[src/verilog/can_trx_pkg.sv]
package can_trx_pkg;
   localparam logic [7:0] CAN_MODE_CONTROL_ADDR = 8'h20;
   localparam logic [7:0] TRANSCEIVER_STATUS_ADDR = 8'h22;
   localparam logic [7:0] CTRL_RESET = 8'h00;
   localparam logic [7:0] READ_ZERO = 8'h00;
   localparam logic [1:0] SEL_OFFLINE = 2'h0;
   localparam logic [1:0] SEL_ACTIVE_UV = 2'h1;
   localparam logic [1:0] SEL_ACTIVE_RST = 2'h2;
   localparam logic [1:0] SEL_LISTEN = 2'h3;
   localparam int SEL_LSB = 0;
   localparam int SEL_MSB = 1;
   localparam logic [2:0] CHIP_NORMAL = 3'h7;
   localparam logic [2:0] CHIP_STANDBY = 3'h4;
   localparam logic [2:0] CHIP_RESET = 3'h3;
   localparam logic [2:0] CHIP_OVERTEMP = 3'h2;
   localparam logic [2:0] CHIP_OFF = 3'h0;
   localparam int STAT_ACTIVE_BIT = 7;
   localparam int STAT_SILENCE_BIT = 3;
   localparam int STAT_SUPPLY_BIT = 1;
   localparam int STAT_TIMEOUT_BIT = 0;
   localparam int CLK_PERIOD_NS = 25;
   localparam int SILENCE_TIME_NS = 1000000;
   localparam int WAKE_TIMEOUT_NS = 1000000;
   localparam int WAKE_DOM_MIN_NS = 2000;
   localparam int WAKE_REC_MIN_NS = 2000;
   localparam int TX_DOM_TIME_NS = 3000000;
   // synchroniser lanes: bus, txd, v1<90, v1<reset, vbat uv, vbat recovered
   localparam int SYNC_W = 6;
   localparam logic [5:0] SYNC_RESET = 6'h02;
   typedef enum logic [2:0] {
      MODE_OFF = 3'b000,
      MODE_OFFLINE = 3'b001,
      MODE_OFFLINE_BIAS = 3'b011,
      MODE_LISTEN = 3'b010,
      MODE_ACTIVE = 3'b110
   } trx_mode_t;
   typedef enum logic [1:0] {
      WAKE_IDLE = 2'b00,
      WAKE_FIRST_DOM = 2'b01,
      WAKE_RECESSIVE = 2'b11,
      WAKE_SECOND_DOM = 2'b10
   } wake_phase_t;
endpackage : can_trx_pkg

[src/verilog/can_trx_mode_control.sv]
`timescale 1ns/1ps
module can_trx_mode_control #(
   parameter int CNT_W = 24,
   parameter int SILENCE_NS = can_trx_pkg::SILENCE_TIME_NS,
   parameter int WAKE_TO_NS = can_trx_pkg::WAKE_TIMEOUT_NS,
   parameter int WAKE_DOM_NS = can_trx_pkg::WAKE_DOM_MIN_NS,
   parameter int WAKE_REC_NS = can_trx_pkg::WAKE_REC_MIN_NS,
   parameter int TX_DOM_NS = can_trx_pkg::TX_DOM_TIME_NS
) (
   input wire logic clk,
   input wire logic reset,
   input wire logic [2:0] chip_mode_code,
   input wire logic bus_dominant,
   input wire logic txd,
   input wire logic v1_below_90,
   input wire logic v1_below_reset,
   input wire logic vbat_undervoltage,
   input wire logic vbat_recovered,
   input wire logic bus_wake_enable,
   input wire logic transceiver_fault_enable,
   input wire logic bus_wake_clear,
   input wire logic fault_event_clear,
   input wire logic [7:0] reg_addr,
   input wire logic reg_write,
   input wire logic [7:0] reg_wdata,
   output logic [7:0] reg_rdata,
   output can_trx_pkg::trx_mode_t trx_mode,
   output logic tx_drive_dominant,
   output logic rxd_out,
   output logic bias_half_supply,
   output logic bus_floating,
   output logic bus_wake_flag,
   output logic transceiver_fault_event
);
   import can_trx_pkg::*;

   localparam logic [CNT_W-1:0] SILENCE_CYC = CNT_W'((SILENCE_NS + CLK_PERIOD_NS - 1) / CLK_PERIOD_NS);
   localparam logic [CNT_W-1:0] WAKE_TO_CYC = CNT_W'(WAKE_TO_NS / CLK_PERIOD_NS);
   localparam logic [CNT_W-1:0] WAKE_DOM_CYC = CNT_W'((WAKE_DOM_NS + CLK_PERIOD_NS - 1) / CLK_PERIOD_NS);
   localparam logic [CNT_W-1:0] WAKE_REC_CYC = CNT_W'((WAKE_REC_NS + CLK_PERIOD_NS - 1) / CLK_PERIOD_NS);
   localparam logic [CNT_W-1:0] TX_DOM_CYC = CNT_W'((TX_DOM_NS + CLK_PERIOD_NS - 1) / CLK_PERIOD_NS);
   localparam logic [CNT_W-1:0] CNT_ZERO = '0;
   localparam logic [CNT_W-1:0] CNT_ONE = CNT_W'(1);

   logic [SYNC_W-1:0] sync1_reg;
   logic [SYNC_W-1:0] sync2_reg;
   logic bus_s, txd_s, v1_low90_s, v1_lowrst_s, vbat_uv_s, vbat_rec_s;
   logic bus_prev_reg;
   logic [CNT_W-1:0] silence_cnt_reg;
   logic [CNT_W-1:0] tx_dom_cnt_reg;
   logic [CNT_W-1:0] run_cnt_reg;
   logic [CNT_W-1:0] wake_win_reg;
   logic [7:0] ctrl_reg;
   logic supply_low_status;
   logic tx_timeout_status;
   logic bus_silence_status;
   trx_mode_t mode_reg;
   trx_mode_t mode_next;
   wake_phase_t wake_phase_reg;
   wake_phase_t wake_phase_next;
   logic wake_detect;
   logic [1:0] transceiver_mode_select;
   logic chip_normal, chip_dead, off_cond, sel_active, v1_ok, uv_bias_cond, bus_edge, tx_timeout_hit;
   logic wake_armed, event_pending, fault_hit;

   assign {bus_s, txd_s, v1_low90_s, v1_lowrst_s, vbat_uv_s, vbat_rec_s} = sync2_reg;

   // pins and analog comparators are asynchronous to clk
   always_ff @(posedge clk)
   begin
      if (reset)
      begin
         sync1_reg <= SYNC_RESET;
         sync2_reg <= SYNC_RESET;
      end
      else
      begin
         sync1_reg <= {bus_dominant, txd, v1_below_90, v1_below_reset, vbat_undervoltage, vbat_recovered};
         sync2_reg <= sync1_reg;
      end
   end

   always_comb
   begin
      transceiver_mode_select = ctrl_reg[SEL_MSB:SEL_LSB];
      chip_normal = (chip_mode_code == CHIP_NORMAL);
      chip_dead = (chip_mode_code == CHIP_OFF) || (chip_mode_code == CHIP_OVERTEMP);
      off_cond = chip_dead || vbat_uv_s;
      sel_active = (transceiver_mode_select == SEL_ACTIVE_UV) || (transceiver_mode_select == SEL_ACTIVE_RST);
      v1_ok = (transceiver_mode_select == SEL_ACTIVE_UV) ? !v1_low90_s : !v1_lowrst_s;
      uv_bias_cond = chip_normal && sel_active && v1_low90_s;
      bus_edge = (bus_s != bus_prev_reg);
      tx_timeout_hit = (mode_reg == MODE_ACTIVE) && !txd_s && (tx_dom_cnt_reg >= TX_DOM_CYC);
      wake_armed = (mode_reg == MODE_OFFLINE) && bus_wake_enable;
      event_pending = bus_wake_flag || transceiver_fault_event;
      fault_hit = tx_timeout_hit || ((mode_reg == MODE_ACTIVE) && (transceiver_mode_select == SEL_ACTIVE_UV)
                                     && chip_normal && v1_low90_s);
   end

   always_ff @(posedge clk)
   begin
      if (reset)
         bus_prev_reg <= 1'b0;
      else
         bus_prev_reg <= bus_s;
   end

   // silence counter saturates so the flag holds while the bus stays quiet
   always_ff @(posedge clk)
   begin
      if (reset)
         silence_cnt_reg <= CNT_ZERO;
      else if (bus_edge)
         silence_cnt_reg <= CNT_ZERO;
      else if (silence_cnt_reg < SILENCE_CYC)
         silence_cnt_reg <= silence_cnt_reg + CNT_ONE;
   end

   always_ff @(posedge clk)
   begin
      if (reset)
         bus_silence_status <= 1'b0;
      else
         bus_silence_status <= (silence_cnt_reg >= SILENCE_CYC) && !bus_edge;
   end

   always_ff @(posedge clk)
   begin
      if (reset)
         tx_dom_cnt_reg <= CNT_ZERO;
      else if (txd_s || mode_reg != MODE_ACTIVE)
         tx_dom_cnt_reg <= CNT_ZERO;
      else if (tx_dom_cnt_reg < TX_DOM_CYC)
         tx_dom_cnt_reg <= tx_dom_cnt_reg + CNT_ONE;
   end

   // stays set while the transmitter is held off; a fresh Active entry clears it
   always_ff @(posedge clk)
   begin
      if (reset)
         tx_timeout_status <= 1'b0;
      else if (tx_timeout_hit)
         tx_timeout_status <= 1'b1;
      else if (mode_next == MODE_ACTIVE && mode_reg != MODE_ACTIVE)
         tx_timeout_status <= 1'b0;
   end

   always_ff @(posedge clk)
   begin
      if (reset)
         supply_low_status <= 1'b0;
      else
         supply_low_status <= (transceiver_mode_select == SEL_ACTIVE_UV) && v1_low90_s;
   end

   always_comb
   begin
      mode_next = mode_reg;
      case (mode_reg)
         MODE_OFF:
            if (!off_cond && vbat_rec_s)
               mode_next = MODE_OFFLINE;
         MODE_OFFLINE:
            if (wake_detect || uv_bias_cond)
               mode_next = MODE_OFFLINE_BIAS;
            else if (chip_normal && sel_active && v1_ok)
               mode_next = txd_s ? MODE_ACTIVE : MODE_LISTEN;
            else if (chip_normal && transceiver_mode_select == SEL_LISTEN)
               mode_next = MODE_LISTEN;
         MODE_OFFLINE_BIAS:
            if (chip_normal && sel_active && v1_ok)
               mode_next = txd_s ? MODE_ACTIVE : MODE_LISTEN;
            else if (chip_normal && transceiver_mode_select == SEL_LISTEN)
               mode_next = MODE_LISTEN;
            else if (bus_silence_status && !uv_bias_cond)
               mode_next = MODE_OFFLINE;
         MODE_LISTEN:
            if (!chip_normal || transceiver_mode_select == SEL_OFFLINE)
               mode_next = bus_silence_status ? MODE_OFFLINE : MODE_OFFLINE_BIAS;
            else if (sel_active && v1_ok && txd_s)
               mode_next = MODE_ACTIVE;
         MODE_ACTIVE:
            if (!chip_normal || transceiver_mode_select == SEL_OFFLINE || !v1_ok)
               mode_next = bus_silence_status ? MODE_OFFLINE : MODE_OFFLINE_BIAS;
            else if (tx_timeout_hit || transceiver_mode_select == SEL_LISTEN)
               mode_next = MODE_LISTEN;
         default:
            mode_next = MODE_OFF;
      endcase
      if (off_cond)
         mode_next = MODE_OFF;
   end

   always_ff @(posedge clk)
   begin
      if (reset)
         mode_reg <= MODE_OFF;
      else
         mode_reg <= mode_next;
   end

   // run length of the current bus level; every bus edge restarts it, however short
   always_ff @(posedge clk)
   begin
      if (reset || bus_edge)
         run_cnt_reg <= CNT_ZERO;
      else if (run_cnt_reg < WAKE_TO_CYC)
         run_cnt_reg <= run_cnt_reg + CNT_ONE;
   end

   always_comb
   begin
      wake_phase_next = wake_phase_reg;
      wake_detect = 1'b0;
      case (wake_phase_reg)
         WAKE_IDLE:
            if (bus_s && run_cnt_reg >= WAKE_DOM_CYC)
               wake_phase_next = WAKE_FIRST_DOM;
         WAKE_FIRST_DOM:
            if (!bus_s)
               wake_phase_next = WAKE_RECESSIVE;
         WAKE_RECESSIVE:
            if (!bus_s && run_cnt_reg >= WAKE_REC_CYC)
               wake_phase_next = WAKE_SECOND_DOM;
         WAKE_SECOND_DOM:
            if (bus_s && run_cnt_reg >= WAKE_DOM_CYC)
            begin
               wake_detect = 1'b1;
               wake_phase_next = WAKE_IDLE;
            end
         default:
            wake_phase_next = WAKE_IDLE;
      endcase
      if (wake_phase_reg != WAKE_IDLE && wake_win_reg >= WAKE_TO_CYC)
      begin
         wake_detect = 1'b0;
         wake_phase_next = WAKE_IDLE;
      end
      if (!wake_armed)
      begin
         wake_detect = 1'b0;
         wake_phase_next = WAKE_IDLE;
      end
   end

   always_ff @(posedge clk)
   begin
      if (reset)
         wake_phase_reg <= WAKE_IDLE;
      else
         wake_phase_reg <= wake_phase_next;
   end

   // window opens once the first dominant phase has qualified
   always_ff @(posedge clk)
   begin
      if (reset || wake_phase_next == WAKE_IDLE)
         wake_win_reg <= CNT_ZERO;
      else if (wake_win_reg < WAKE_TO_CYC)
         wake_win_reg <= wake_win_reg + CNT_ONE;
   end

   // set wins over a clear in the same cycle so no event is lost
   always_ff @(posedge clk)
   begin
      if (reset)
         bus_wake_flag <= 1'b0;
      else if (wake_detect)
         bus_wake_flag <= 1'b1;
      else if (bus_wake_clear)
         bus_wake_flag <= 1'b0;
   end

   always_ff @(posedge clk)
   begin
      if (reset)
         transceiver_fault_event <= 1'b0;
      else if (fault_hit && transceiver_fault_enable)
         transceiver_fault_event <= 1'b1;
      else if (fault_event_clear)
         transceiver_fault_event <= 1'b0;
   end

   always_ff @(posedge clk)
   begin
      if (reset)
         ctrl_reg <= CTRL_RESET;
      else if (reg_write && reg_addr == CAN_MODE_CONTROL_ADDR)
         ctrl_reg <= reg_wdata;
   end

   always_ff @(posedge clk)
   begin
      if (reset)
         reg_rdata <= READ_ZERO;
      else if (reg_addr == CAN_MODE_CONTROL_ADDR)
         reg_rdata <= ctrl_reg;
      else if (reg_addr == TRANSCEIVER_STATUS_ADDR)
      begin
         reg_rdata <= READ_ZERO;
         reg_rdata[STAT_ACTIVE_BIT] <= (mode_reg == MODE_ACTIVE);
         reg_rdata[STAT_SILENCE_BIT] <= bus_silence_status;
         reg_rdata[STAT_SUPPLY_BIT] <= supply_low_status;
         reg_rdata[STAT_TIMEOUT_BIT] <= tx_timeout_status;
      end
      else
         reg_rdata <= READ_ZERO;
   end

   always_ff @(posedge clk)
   begin
      if (reset)
      begin
         trx_mode <= MODE_OFF;
         tx_drive_dominant <= 1'b0;
         rxd_out <= 1'b1;
         bias_half_supply <= 1'b0;
         bus_floating <= 1'b1;
      end
      else
      begin
         trx_mode <= mode_next;
         tx_drive_dominant <= (mode_next == MODE_ACTIVE) && !txd_s && !tx_timeout_hit;
         bias_half_supply <= (mode_next == MODE_ACTIVE) || (mode_next == MODE_LISTEN)
                             || (mode_next == MODE_OFFLINE_BIAS);
         bus_floating <= (mode_next == MODE_OFF);
         if (mode_reg == MODE_ACTIVE || mode_reg == MODE_LISTEN)
            rxd_out <= !bus_s;
         else if ((mode_reg == MODE_OFFLINE || mode_reg == MODE_OFFLINE_BIAS)
                  && (chip_normal || chip_mode_code == CHIP_STANDBY))
            rxd_out <= !(event_pending || wake_detect);
         else
            rxd_out <= 1'b1;
      end
   end
endmodule : can_trx_mode_control

[config.mk]
export PLATFORM = sky130hd
export DESIGN_NAME = can_trx_mode_control
export DESIGN_NICKNAME = d
export VERILOG_FILES = /design/src/verilog/can_trx_pkg.sv /design/src/verilog/can_trx_mode_control.sv
export SDC_FILE = /design/constraint.sdc
export NUM_CORES = 1
export LEC_CHECK = 0
export ABC_AREA = 1
export BUFFER_PORTS_ARGS = -buffer_cell sky130_fd_sc_hd__buf_2
export CORE_AREA = 3 3 144 181
export DETAILED_ROUTE_END_ITERATION = 10
export DIE_AREA = 0 0 147 184
export SETUP_SLACK_MARGIN = 0.4
export SYNTH_ARGS = -nofsm -noshare
export SYNTH_HDL_FRONTEND = slang
export SYNTH_SLANG_ARGS = --single-unit
[constraint.sdc]
create_clock -name clk -period 2.1 [get_ports clk]
set_input_delay 0.21 -clock clk [delete_from_list [all_inputs] [get_ports clk]]
set_output_delay 0.21 -clock clk [all_outputs]
set_load 0.005 [all_outputs]
**Word level (Yosys, flattened, before mapping)**

Cells that the tools add are included.

- Flip-flop bits (word level): 139
- Latch bits: 0
- Bits in writable memories: 0
- Bits in read-only memories: 0
- Bits of input ports: 32
- Output and inout bits: 17
- Memories kept: 0

- Add/sub/neg operators: 4
- Multiply operators: 0
- Div/mod/pow operators: 0
- Magnitude comparators: 8
- Equality and inequality tests: 20
- Shift-type cells: 0
- Muxes and demuxes: 37
- Bitwise operators: 0
- Reductions and logical operators: 66

Operator list:

| cell | count |
|---|---|
| 24-bit by 1-bit adder with 24-bit output (second input constant) | 4 |
| 24-bit by 16-bit less-than comparator with 1-bit output (second input constant) | 3 |
| 24-bit by 16-bit greater-or-equal comparator with 1-bit output (second input constant) | 2 |
| 3-bit 2-to-1 mux | 13 |
| 1-bit logical AND | 25 |
| 24-bit by 17-bit greater-or-equal comparator with 1-bit output (second input constant) | 1 |
| 24-bit by 7-bit greater-or-equal comparator with 1-bit output (second input constant) | 1 |
| 24-bit by 17-bit less-than comparator with 1-bit output (second input constant) | 1 |
| 1-bit logical OR | 18 |
| 8-bit by 6-bit == test with 1-bit output (second input constant) | 2 |
| 8-bit 2-to-1 mux | 2 |
| 3-bit by 2-bit == test with 1-bit output (second input constant) | 5 |
| 3-bit case mux with 5 select lines | 1 |
| 2-bit 2-to-1 mux | 7 |
| 1-bit 2-to-1 mux | 13 |
| 3-bit == test (second input constant) | 4 |
| 1-bit zero test | 11 |
| 3-bit zero test | 3 |
| 2-bit == test (second input constant) | 4 |
| 2-bit case mux with 4 select lines | 1 |
| 2-bit nonzero test | 4 |
| 2-bit zero test | 3 |
| 2-bit by 1-bit == test with 1-bit output (second input constant) | 2 |
| 2-bit OR reduction | 2 |
| 3 further kinds | 3 |

**Logic depth before layout (Yosys ltp)**

Gate-level depths: netlist (run 1).

- Word-level depth: 15
- Depth in mapped cells: 14

**Worst setup path after synthesis (run 1)**

No wires, ideal clock.

- Path type: register to register
- Start point: reg ctrl_reg[0]
- End point: reg trx_mode[2]
- Setup time: 0.111 ns
- Data arrival time: 1.620 ns
- Required time: 1.989 ns
- Path slack: 0.370 ns
- Stages on the path, launching flop included: 12
- Path through: dfxtp_1 inv_1 ha_1 inv_1 nor3_1 nor2_1 a22oi_1 inv_1 nand4_1 nand3_1 nand4_1 inv_1

- Word-level cells in the longest chain between the ends: 11
- Elaborated cells on any way between the ends: 31

Ends and longest elaborated chain:

| element | line | source |
|---|---|---|
| from (decl) | can_trx_mode_control.sv:53 | `logic [7:0] ctrl_reg;` |
| from (signal assigned) | can_trx_mode_control.sv:289 | `ctrl_reg <= reg_wdata;` |
| 2-bit by 1-bit == test with 1-bit output or 2-bit == test (tied branches) | can_trx_mode_control.sv:89, can_trx_mode_control.sv:90 |  |
| 1-bit logical OR | can_trx_mode_control.sv:89 | `sel_active = (transceiver_mode_select == SEL_ACTIVE_UV) \|\| (transceiver_mode_select == SEL_ACTIVE_RST);` |
| 1-bit logical AND | can_trx_mode_control.sv:91, can_trx_mode_control.sv:166, can_trx_mode_control.sv:171 |  |
| 1-bit logical AND | can_trx_mode_control.sv:91 | `uv_bias_cond = chip_normal && sel_active && v1_low90_s;` |
| 1-bit zero test | can_trx_mode_control.sv:175 | `else if (bus_silence_status && !uv_bias_cond)` |
| 1-bit logical AND | can_trx_mode_control.sv:175 |  |
| 3-bit 2-to-1 mux | can_trx_mode_control.sv:175 |  |
| 3-bit 2-to-1 mux | can_trx_mode_control.sv:173 | `else if (chip_normal && transceiver_mode_select == SEL_LISTEN)` |
| 3-bit 2-to-1 mux | can_trx_mode_control.sv:171 | `if (chip_normal && sel_active && v1_ok)` |
| 3-bit case mux with 5 select lines * | can_trx_mode_control.sv:159 | `case (mode_reg)` |
| 3-bit 2-to-1 mux * | can_trx_mode_control.sv:190 | `if (off_cond)` |
| to (signal assigned) | can_trx_mode_control.sv:322 | `trx_mode <= mode_next;` |
| to (decl) | can_trx_mode_control.sv:27 | `output can_trx_pkg::trx_mode_t trx_mode,` |

Every way passes the cells marked *; elsewhere a longest branch is shown, timed or not.
A chain may end at the register's enable or synchronous reset.

**Worst setup path after layout (run 1)**

- Start point: reg wake_win_reg[14]
- End point: reg wake_win_reg[9]

- Word-level cells in the longest chain between the ends: 6
- Elaborated cells on any way between the ends: 7

Ends and longest elaborated chain:

| element | line | source |
|---|---|---|
| from (decl) | can_trx_mode_control.sv:52 | `logic [CNT_W-1:0] wake_win_reg;` |
| from (signal assigned) | can_trx_mode_control.sv:260 | `wake_win_reg <= wake_win_reg + CNT_ONE;` |
| 24-bit by 16-bit greater-or-equal comparator with 1-bit output | can_trx_mode_control.sv:234 | `if (wake_phase_reg != WAKE_IDLE && wake_win_reg >= WAKE_TO_CYC)` |
| 1-bit logical AND | can_trx_mode_control.sv:234 |  |
| 2-bit 2-to-1 mux | can_trx_mode_control.sv:234 |  |
| 2-bit 2-to-1 mux | can_trx_mode_control.sv:239 | `if (!wake_armed)` |
| 2-bit zero test | can_trx_mode_control.sv:257 | `if (reset \|\| wake_phase_next == WAKE_IDLE)` |
| 1-bit logical OR | can_trx_mode_control.sv:257 |  |

Several ways; a longest one is shown, not always the timed one.

==> results of run 1 <==
## synth_stat cells, drive strengths merged, types with 2 or more instances
master,n
o21a,5
buf,4
nor2,133
nor3,37
a21oi,59
o22ai,3
or2,6
o211ai,3
nor3b,7
and3,2
o21ai,41
clkbuf,7
inv,158
ha,11
nand4,25
nand2,119
nor4,7
dfxtp,139
xor2,5
nand3,46
## path summary, 6_finish.rpt
check / end / slack [ns] / cells past startpoint
hold reg to reg: sync2_reg[5]$_SDFF_PP0_ / 0.40 / 2
setup / recovery: wake_win_reg[9]$_SDFFE_PP0N_ / 0.28 / 13
setup reg to reg: wake_win_reg[9]$_SDFFE_PP0N_ / 0.28 / 13
hold / removal: sync1_reg[0]$_SDFF_PP0_ / 0.02 / 3
## kinds of logic after synthesis
| kind of cell | after synthesis |
|---|---|
| AO/OA/AOI/OAI | 118 |
| XOR/XNOR | 5 |
| adder cells (fa/ha/maj) | 11 |
| buffers and inverters | 170 |
| flip-flops | 139 |
| AND/OR/NAND/NOR | 382 |
## metal layers
layer  vias up  GRT usage, %  share of wire [%]
li1       2871             -                  -
met1      2585         12.02                 44
met2       101         18.07                 50
met3        29         2.244                3.7
met4         4         4.401                2.3
met5         -             0               0.15
## power by group
part           leakage (µW)  switching, µW  internal, µW
clock              0.000297           1120          1970
combinational       0.00180           95.5          63.5
sequential          0.00113           12.0          2650
total               0.00323           1230          4690
## stage by stage
step / hold slack (ns) / cells / cell area (µm²)
2_1_floorplan: 0.3138 / 825 / 6078
3_3_place_gp: 0.3924 / 1204 / 6783
3_5_place_dp: 0.3942 / 1204 / 6783
4_1_cts: 0.005856 / 1265 / 7905
5_1_grt: 0.03403 / 1285 / 8536
6_report: 0.02397 / 1285 / 8536
## area by class of cell
type                       count  area share [%]
timing repair buffer         108           9.030
clock inverter                12           2.038
multi-input combinational    516           38.54
tap                          330           4.837
inverter                     159           7.300
clock buffer                  19           5.072
sequential                   139           33.01
timing repair inverter         2          0.1759
## tightest hold or removal path, stage by stage
cell	delay [ns]
buf_2	0.10
inv_1	0.04
nor2_1	0.05
## timing repair
action / 4_1_cts / 5_1_grt
setup buffers: 24 / 18
pin swaps: 32 / 61
gates cloned: 1 / 2
resized for setup: 74 / 132
hold endpoints to repair: 5 / 0
setup endpoints to repair: 48 / 81
hold buffers: 5 / 0
==> metrics.cfg, run 1 <==
[worst_setup_path]
cp_max_fo=7
required_ns=2.42
critPathMaxStageDelay_ns=0.33
worstSetupEndpointType=register
crit_type=reg2reg
r2r-start=wake_win_reg[14]$_SDFFE_PP0N_
cp_slowest_cell=dfxtp_2
startpoint_type=register
worstPathCellList=buf_4, nor2_2, nand2_1, nor2_4, nand3_4, nand2_4, nand2_4, nand2_4, nor2_4, nor2_4, buf_12, clkinv_8, and3_4
cp_num_buf_inv=3
critPathTopFamily=simple AND/OR/NAND/NOR gates
startpoint=wake_win_reg[14]$_SDFFE_PP0N_
crit_arrival_ns=2.14

[drt]
drt_wl_total_um=15070
ant_nets=0
routedWlPerCell_um=11.73
dr.pass1.iters=5
viasPerCell=4.350
drc_errors=0
vias=5590
initialDrtViolationCount=225

[placed_design]
dpl.hpwl_um=9588
port_buffers=48
routabilityCongestion=0.7894
dp_slack_ns=0.2062

[layout]
final_cell_mix=inv_1 (137), dfxtp_1 (121), nand2_1 (97), nor2_1 (88), a21oi_1 (49)
n_antenna_cell=0
multi_input_area_um2=3289
drive_gt1_share_pct=32.25
mostFrequentLayoutCell=inv_1
seqCellArea_um2=2818
n_fill_cell=2541
fin_util_pct=34.83
final_nets=986
syn_to_final_growth_pct=40.54

[clock_network]
cts_buffer_depth=2
htreeDepth=4
clockRootBuffer=clkbuf_16
clkSlewWorstSetupHoldPaths_ns=0.06
clock-sinks=139
tritoncts=done
numCtsBuffers=17
clock_latency_ns=0.42

[synth]
yosys_warnings=0
yosysTopAreaCell=dfxtp_1
async_reset_ff_share_pct=0
synthCells=825
synth-main-ff-cell=dfxtp_1
syn-num-nets=868
synth-edff-count=0
synth_top_area_share_pct=45.82
synthXorXnorAreaFrac_pct=0.7211
synthDistinctLibCells=43
yosys-top-cells-area=dfxtp_1 (46%), inv_1 (9.5%), nor2_1 (7.2%)
synth_top_family_by_area=simple AND/OR/NAND/NOR gates
synth_compound_area_share_pct=10.96
syn_area_per_cell_um2=7.362
ys_seq_area_share_pct=45.82
muxShareOfSynthArea_pct=0
syn-cell-area_um2=6073
synthSimpleGateAreaFrac_pct=29.52
ys_seq_elements=139
synth_fa_ha_area_share_pct=2.266

[power_and_ir_drop]
power.density_nw_per_um2=693.4
p_total_uw=5918
p_leak_uw=0.003230
ir_drop_uv=567.0

[global_routing]
overflow=0
grt_start_max_net_pins=27
antenna_found_initial=2
grt_pass1_wl_um=22940
grtUsageTotal_pct=10.26
grt_pass1_vias=5185

[timing]
max_slew_margin_pct=63.54
fin_worst_skew_ns=0.008815
drv_slew=0
fin_tns_setup_ns=0
setup_viol=0
hold_viol=0
fmax_ghz=0.5504
period_share_pct=86.52
fin_crit_ns=1.817
fin_ws_ns=0.2832
rsz0062_at_grt=true
worstMarginPinSlew_ns=0.5449

[hold_path]
hold_path.class=in2reg
hold_start=vbat_recovered

[outcome]
status=finished clean

[floorplan]
die_x_um=147
coreArea_um2=24500
die-height_um=184
start_util_pct=24.79
io_pins=49
die-area_um2=27050
rows=64

[job]
cap_violations=0

Power figures use the tool's default switching activity.
==> run 2, diff against run 1 <==
--- a/config.mk
+++ b/config.mk
@@ -7,9 +7,10 @@
 export LEC_CHECK = 0
 export ABC_AREA = 1
 export BUFFER_PORTS_ARGS = -buffer_cell sky130_fd_sc_hd__buf_2
-export CORE_AREA = 3 3 144 181
+export CORE_AREA = 2 2 159 161
+export CTS_CLUSTER_DIAMETER = 120
 export DETAILED_ROUTE_END_ITERATION = 10
-export DIE_AREA = 0 0 147 184
+export DIE_AREA = 0 0 161 163
 export SETUP_SLACK_MARGIN = 0.4
 export SYNTH_ARGS = -nofsm -noshare
 export SYNTH_HDL_FRONTEND = slang
==> metrics.cfg, run 2 (synthesis results as in run 1) <==
[outcome]
status=finished clean  ; unchanged

[drt]
initialDrtViolationCount=294  ; was 225
routedWlPerCell_um=11.11  ; was 11.73 µm
dr.pass1.iters=4  ; was 5
drc_errors=0  ; unchanged
viasPerCell=4.272  ; was 4.350
vias=5485  ; was 5590
ant_nets=0  ; unchanged
drt_wl_total_um=14260  ; was 15070 µm

[layout]
n_antenna_cell=0  ; unchanged
final_cell_mix=inv_1 (137), dfxtp_1 (116), nand2_1 (99), nor2_1 (90)  ; was inv_1 (137), dfxtp_1 (121), nand2_1 (97), nor2_1 (88), a21oi_1 (49)
syn_to_final_growth_pct=37.78  ; was 40.54%
final_cell_count_no_fill=1284  ; was 1285
final_nets=985  ; was 986
drive_gt1_share_pct=32.08  ; was 32.25%
final_area_um2=8368  ; was 8536 µm²
mostFrequentLayoutCell=inv_1  ; unchanged
fin_util_pct=33.91  ; was 34.83%

[placed_design]
routabilityCongestion=0.8210  ; was 0.7894
dp_slack_ns=0.2138  ; was 0.2062 ns
post_dp_cell_area_um2=6770  ; was 6783 µm²
dpl.cell_count=1204  ; unchanged
port_buffers=48  ; unchanged
dpl.hpwl_um=9318  ; was 9588 µm

[global_routing]
grt_pass1_wl_um=22360  ; was 22940 µm
antenna_found_initial=0  ; was 2
grt_start_max_net_pins=27  ; unchanged
grt_pass1_vias=5006  ; was 5185
overflow=0  ; unchanged
grtUsageTotal_pct=10.41  ; was 10.26%

[timing]
fin_crit_ns=1.808  ; was 1.817 ns
period_share_pct=86.11  ; was 86.52%
worstMarginPinSlew_ns=0.4447  ; was 0.5449 ns
fin_tns_setup_ns=0  ; unchanged
fin_ws_ns=0.2917  ; was 0.2832 ns
hold_viol=0  ; unchanged
fin_worst_skew_ns=0.008154  ; was 0.008815 ns
max_slew_margin_pct=70.27  ; was 63.54%
setup_viol=0  ; unchanged
fmax_ghz=0.5530  ; was 0.5504 GHz
rsz0062_at_grt=true  ; unchanged
drv_slew=0  ; unchanged

[floorplan]
rows=58  ; was 64
io_pins=49  ; unchanged
die_x_um=161  ; was 147 µm
die-height_um=163  ; was 184 µm
start_util_pct=24.61  ; was 24.79%
die-area_um2=26240  ; was 27050 µm²
coreArea_um2=24670  ; was 24500 µm²

[power_and_ir_drop]
p_leak_uw=0.003149  ; was 0.003230 µW
p_switching_uw=1223  ; was 1227 µW
ir_drop_uv=704.3  ; was 567.0 µV
seqPwrFrac_pct=45.8  ; was 45.0%
power.density_nw_per_um2=695.3  ; was 693.4 nW/µm²
p_comb_share_pct=2.6  ; was 2.7%
swShare_pct=21.03  ; was 20.74%
pwr-share-clk_pct=51.6  ; was 52.3%
p_int_uw=4595  ; was 4691 µW

[worst_setup_path]
cp_max_fo=6  ; was 7
crit_type=reg2reg  ; unchanged
required_ns=2.45  ; was 2.42 ns
crit_arrival_ns=2.15  ; was 2.14 ns
startpoint_type=register  ; unchanged
worstSetupEndpointType=register  ; unchanged

[clock_network]
tritoncts=done  ; unchanged
clkSlewWorstSetupHoldPaths_ns=0.06  ; about the same
htreeDepth=4  ; unchanged
clockRootBuffer=clkbuf_16  ; unchanged
numCtsBuffers=17  ; unchanged
clock-sinks=139  ; unchanged
clock_latency_ns=0.42  ; about the same
cts_buffer_depth=2  ; unchanged

[hold_path]
hold_path.class=in2reg  ; unchanged

[job]
cap_violations=0  ; unchanged

[run 2: cell count changes in the layout (fill, tap and decap cells not counted), moves of 3 or more]
cell,delta
nor2_4,-7
o21ai_1,+6
dfxtp_1,-5
dfxtp_2,+5
nor2_2,+5
nand2_4,-3
[run 2: metal layers]
layer	global-route usage [%]	vias up	routed length, µm
met5	0	-	0
met4	4.586	0	233
met3	2.546	21	456
met2	17.15	93	6937
met1	12.95	2497	6635
li1	-	2874	-
[run 2: timing repair]
item | CTS | global route
hold buffers | 6 | 0
resized for setup | 90 | 97
setup buffers | 19 | 22
endpoints found under the hold margin | 6 | 0
endpoints found under the setup margin | 54 | 82
cloned | 0 | 2
pin swaps | 25 | 54
[run 2: worst paths after layout]
check	start	endpoint	slack (ns)	cells past startpoint
max	wake_win_reg[23]$_SDFFE_PP0N_	wake_win_reg[3]$_SDFFE_PP0N_	0.29	12
min reg2reg	sync1_reg[0]$_SDFF_PP0_	sync2_reg[0]$_SDFF_PP0_	0.40	2
min	transceiver_fault_enable	transceiver_fault_event$_SDFFE_PP0P_	0.04	3
max reg2reg	wake_win_reg[23]$_SDFFE_PP0N_	wake_win_reg[3]$_SDFFE_PP0N_	0.29	12
[run 2: stage by stage]
stage	hold WS (ns)	total power [µW]
6_report	0.03745	5818
5_1_grt	0.04365	6008
4_1_cts	0.02349	5871
3_5_place_dp	0.3956	2855
3_3_place_gp	0.3944	2855
2_1_floorplan	0.3138	2800
[run 2: area by class of cell]
class | count | area (µm²)
clock buffer | 19 | 442.9
clock inverter | 12 | 148.9
fill | 2592 | 16310
inverter | 159 | 610.6
multi-input combinational | 516 | 3196
sequential | 139 | 2824
tap | 330 | 412.9
timing repair buffer | 107 | 720.7
timing repair inverter | 2 | 12.51
[run 2: power groups by stage]
stage	Clock, µW	Combinational [µW]	Sequential, µW
detailed placement	0	128	2730
global placement	0	127	2730
CTS	3060	140	2670
finish	3000	152	2660
floorplan	0	75.1	2720
global route	3170	172	2670
[run 2: critical path, cell delays in order (launching register included)]
cell and delay [ns]:
dfxtp_1 0.31, nor2_1 0.13, nand2_2 0.08, nor2_4 0.14
inv_2 0.07, nor2_8 0.18, nand2_2 0.10, nand2_4 0.09
nand2_4 0.06, nor3_4 0.18, nor2_4 0.10, buf_6 0.15
nor3b_2 0.15
==> run 3, diff against run 2 <==
--- a/config.mk
+++ b/config.mk
@@ -7,10 +7,10 @@
 export LEC_CHECK = 0
 export ABC_AREA = 1
 export BUFFER_PORTS_ARGS = -buffer_cell sky130_fd_sc_hd__buf_2
-export CORE_AREA = 2 2 159 161
+export CORE_AREA = 2 2 121 212
 export CTS_CLUSTER_DIAMETER = 120
 export DETAILED_ROUTE_END_ITERATION = 10
-export DIE_AREA = 0 0 161 163
+export DIE_AREA = 0 0 123 214
 export SETUP_SLACK_MARGIN = 0.4
 export SYNTH_ARGS = -nofsm -noshare
 export SYNTH_HDL_FRONTEND = slang
==> metrics.cfg, run 3 (synthesis results as in run 1) <==
[layout]
n_antenna_cell=0  ; unchanged
syn_to_final_growth_pct=37.70  ; was 37.78%
mostFrequentLayoutCell=inv_1  ; unchanged
drive_gt1_share_pct=30.49  ; was 32.08%
multi_input_area_um2=3172  ; was 3196 µm²
final_cell_mix=inv_1 (136), dfxtp_1 (120), nand2_1 (98), nor2_1 (93), a21oi_1 (51)  ; was inv_1 (137), dfxtp_1 (116), nand2_1 (99), nor2_1 (90)
final_nets=981  ; was 985
seqCellArea_um2=2816  ; was 2824 µm²
n_fill_cell=2562  ; was 2592

[floorplan]
die-area_um2=26320  ; was 26240 µm²
start_util_pct=24.76  ; was 24.61%
rows=76  ; was 58
io_pins=49  ; unchanged
coreArea_um2=24530  ; was 24670 µm²
die-height_um=214  ; was 163 µm
die_x_um=123  ; was 161 µm

[worst_setup_path]
crit_arrival_ns=2.12  ; was 2.15 ns
startpoint=run_cnt_reg[9]$_SDFFE_PP0N_  ; was wake_win_reg[23]$_SDFFE_PP0N_
required_ns=2.41  ; was 2.45 ns
startpoint_type=register  ; unchanged
worstSetupEndpointType=register  ; unchanged
r2r_slack_ns=0.29  ; about the same
crit_type=reg2reg  ; unchanged
r2r-start=run_cnt_reg[9]$_SDFFE_PP0N_  ; was wake_win_reg[23]$_SDFFE_PP0N_
cp_max_fo=7  ; was 6

[drt]
routedWlPerCell_um=11.45  ; was 11.11 µm
ant_nets=0  ; unchanged
dr.pass1.iters=5  ; was 4
viasPerCell=4.323  ; was 4.272
drc_errors=0  ; unchanged
vias=5460  ; was 5485
drt_wl_total_um=14460  ; was 14260 µm
initialDrtViolationCount=213  ; was 294

[global_routing]
antenna_found_initial=0  ; unchanged
grt_pass1_wl_um=23200  ; was 22360 µm
overflow=0  ; unchanged
grt_start_max_net_pins=27  ; unchanged
grt_pass1_vias=5313  ; was 5006
grtUsageTotal_pct=10.93  ; was 10.41%

[clock_network]
clkSlewWorstSetupHoldPaths_ns=0.06  ; about the same
tritoncts=done  ; unchanged
clockRootBuffer=clkbuf_16  ; unchanged
htreeDepth=4  ; unchanged
clock-sinks=139  ; unchanged
cts_buffer_depth=2  ; unchanged
clock_latency_ns=0.42  ; about the same
numCtsBuffers=17  ; unchanged

[power_and_ir_drop]
ir_drop_uv=571.4  ; was 704.3 µV
power.density_nw_per_um2=734.1  ; was 695.3 nW/µm²
p_total_uw=6139  ; was 5818 µW
p_leak_uw=0.003178  ; was 0.003149 µW

[timing]
period_share_pct=86.06  ; was 86.11%
worstMarginPinSlew_ns=0.5132  ; was 0.4447 ns
fin_tns_setup_ns=0  ; unchanged
drv_slew=0  ; unchanged
setup_viol=0  ; unchanged
rsz0062_at_grt=true  ; unchanged
fin_worst_skew_ns=0.01244  ; was 0.008154 ns
fmax_ghz=0.5533  ; was 0.5530 GHz
fin_crit_ns=1.807  ; was 1.808 ns
hold_viol=0  ; unchanged
max_slew_margin_pct=65.47  ; was 70.27%

[job]
cap_violations=0  ; unchanged

[hold_path]
hold_start=transceiver_fault_enable  ; unchanged
hold_path.class=in2reg  ; unchanged

[placed_design]
port_buffers=48  ; unchanged
routabilityCongestion=0.8165  ; was 0.8210
dpl.hpwl_um=9816  ; was 9318 µm

[outcome]
status=finished clean  ; unchanged

## run 3: repair_timing
action                                  CTS  global route
setup buffers                            21            18
endpoints found under the setup margin   51            78
cloned                                    0             1
resized for setup                        74           104
endpoints found under the hold margin     6             0
hold buffers                              6             0
pin swaps                                26            61
## run 3: per-stage QoR
| step | std cells | hold WS (ns) | area (µm²) | setup WS [ns] | utilization, % |
|---|---|---|---|---|---|
| floorplan | 825 | 0.3138 | 6078 | 0.4652 | - |
| global placement | 1185 | 0.3948 | 6740 | 0.1578 | 27.47 |
| detailed placement | 1185 | 0.3945 | 6740 | 0.1339 | 27.47 |
| CTS | 1244 | 0.03511 | 7873 | 0.2979 | 32.09 |
| global route | 1263 | 0.04537 | 8363 | 0.1333 | 34.09 |
| finish | 1263 | 0.04436 | 8363 | 0.2927 | 34.09 |
## run 3: power by group
group	switching (µW)	total, µW	internal [µW]
clock	1150	3320	2170
sequential	13.2	2670	2650
combinational	90.0	157	67.0
total	1250	6140	4890
## run 3: final timing paths
path | endpoint | cells after the start
worst max-delay path | wake_win_reg[9]$_SDFFE_PP0N_ | 11
worst min register to register | sync2_reg[5]$_SDFF_PP0_ | 2
worst max register to register | wake_win_reg[9]$_SDFFE_PP0N_ | 11
worst min-delay path | transceiver_fault_event$_SDFFE_PP0P_ | 3
## run 3: cell type report
cell class,instances,share of cell area (%)
inverters,159,7.361
clock inverters,11,2.289
multi-input cells,516,37.93
repair inverters,1,0.08977
flip-flops and latches,139,33.68
clock buffers,21,5.506
well taps,312,4.668
repair buffers,104,8.483
## run 3: worst max-delay path: stages, from the launching register on
cell and delay (ns):
dfxtp_4 0.37, nor2_4 0.12, nand3_1 0.10, nor2_2 0.14
nand3_2 0.11, nand2_2 0.12, nand3_1 0.07, nand4_1 0.12
nor2_4 0.06, nor2_4 0.24, inv_4 0.10, and3_4 0.16
## run 3: routing by layer
metal  vias up  GRT usage, %  wire, µm
met5         -             0         0
met4         0         6.326       448
met3        27         2.103       333
met2        82         19.87      7768
met1      2495         11.32      5911
li1       2856             -         -
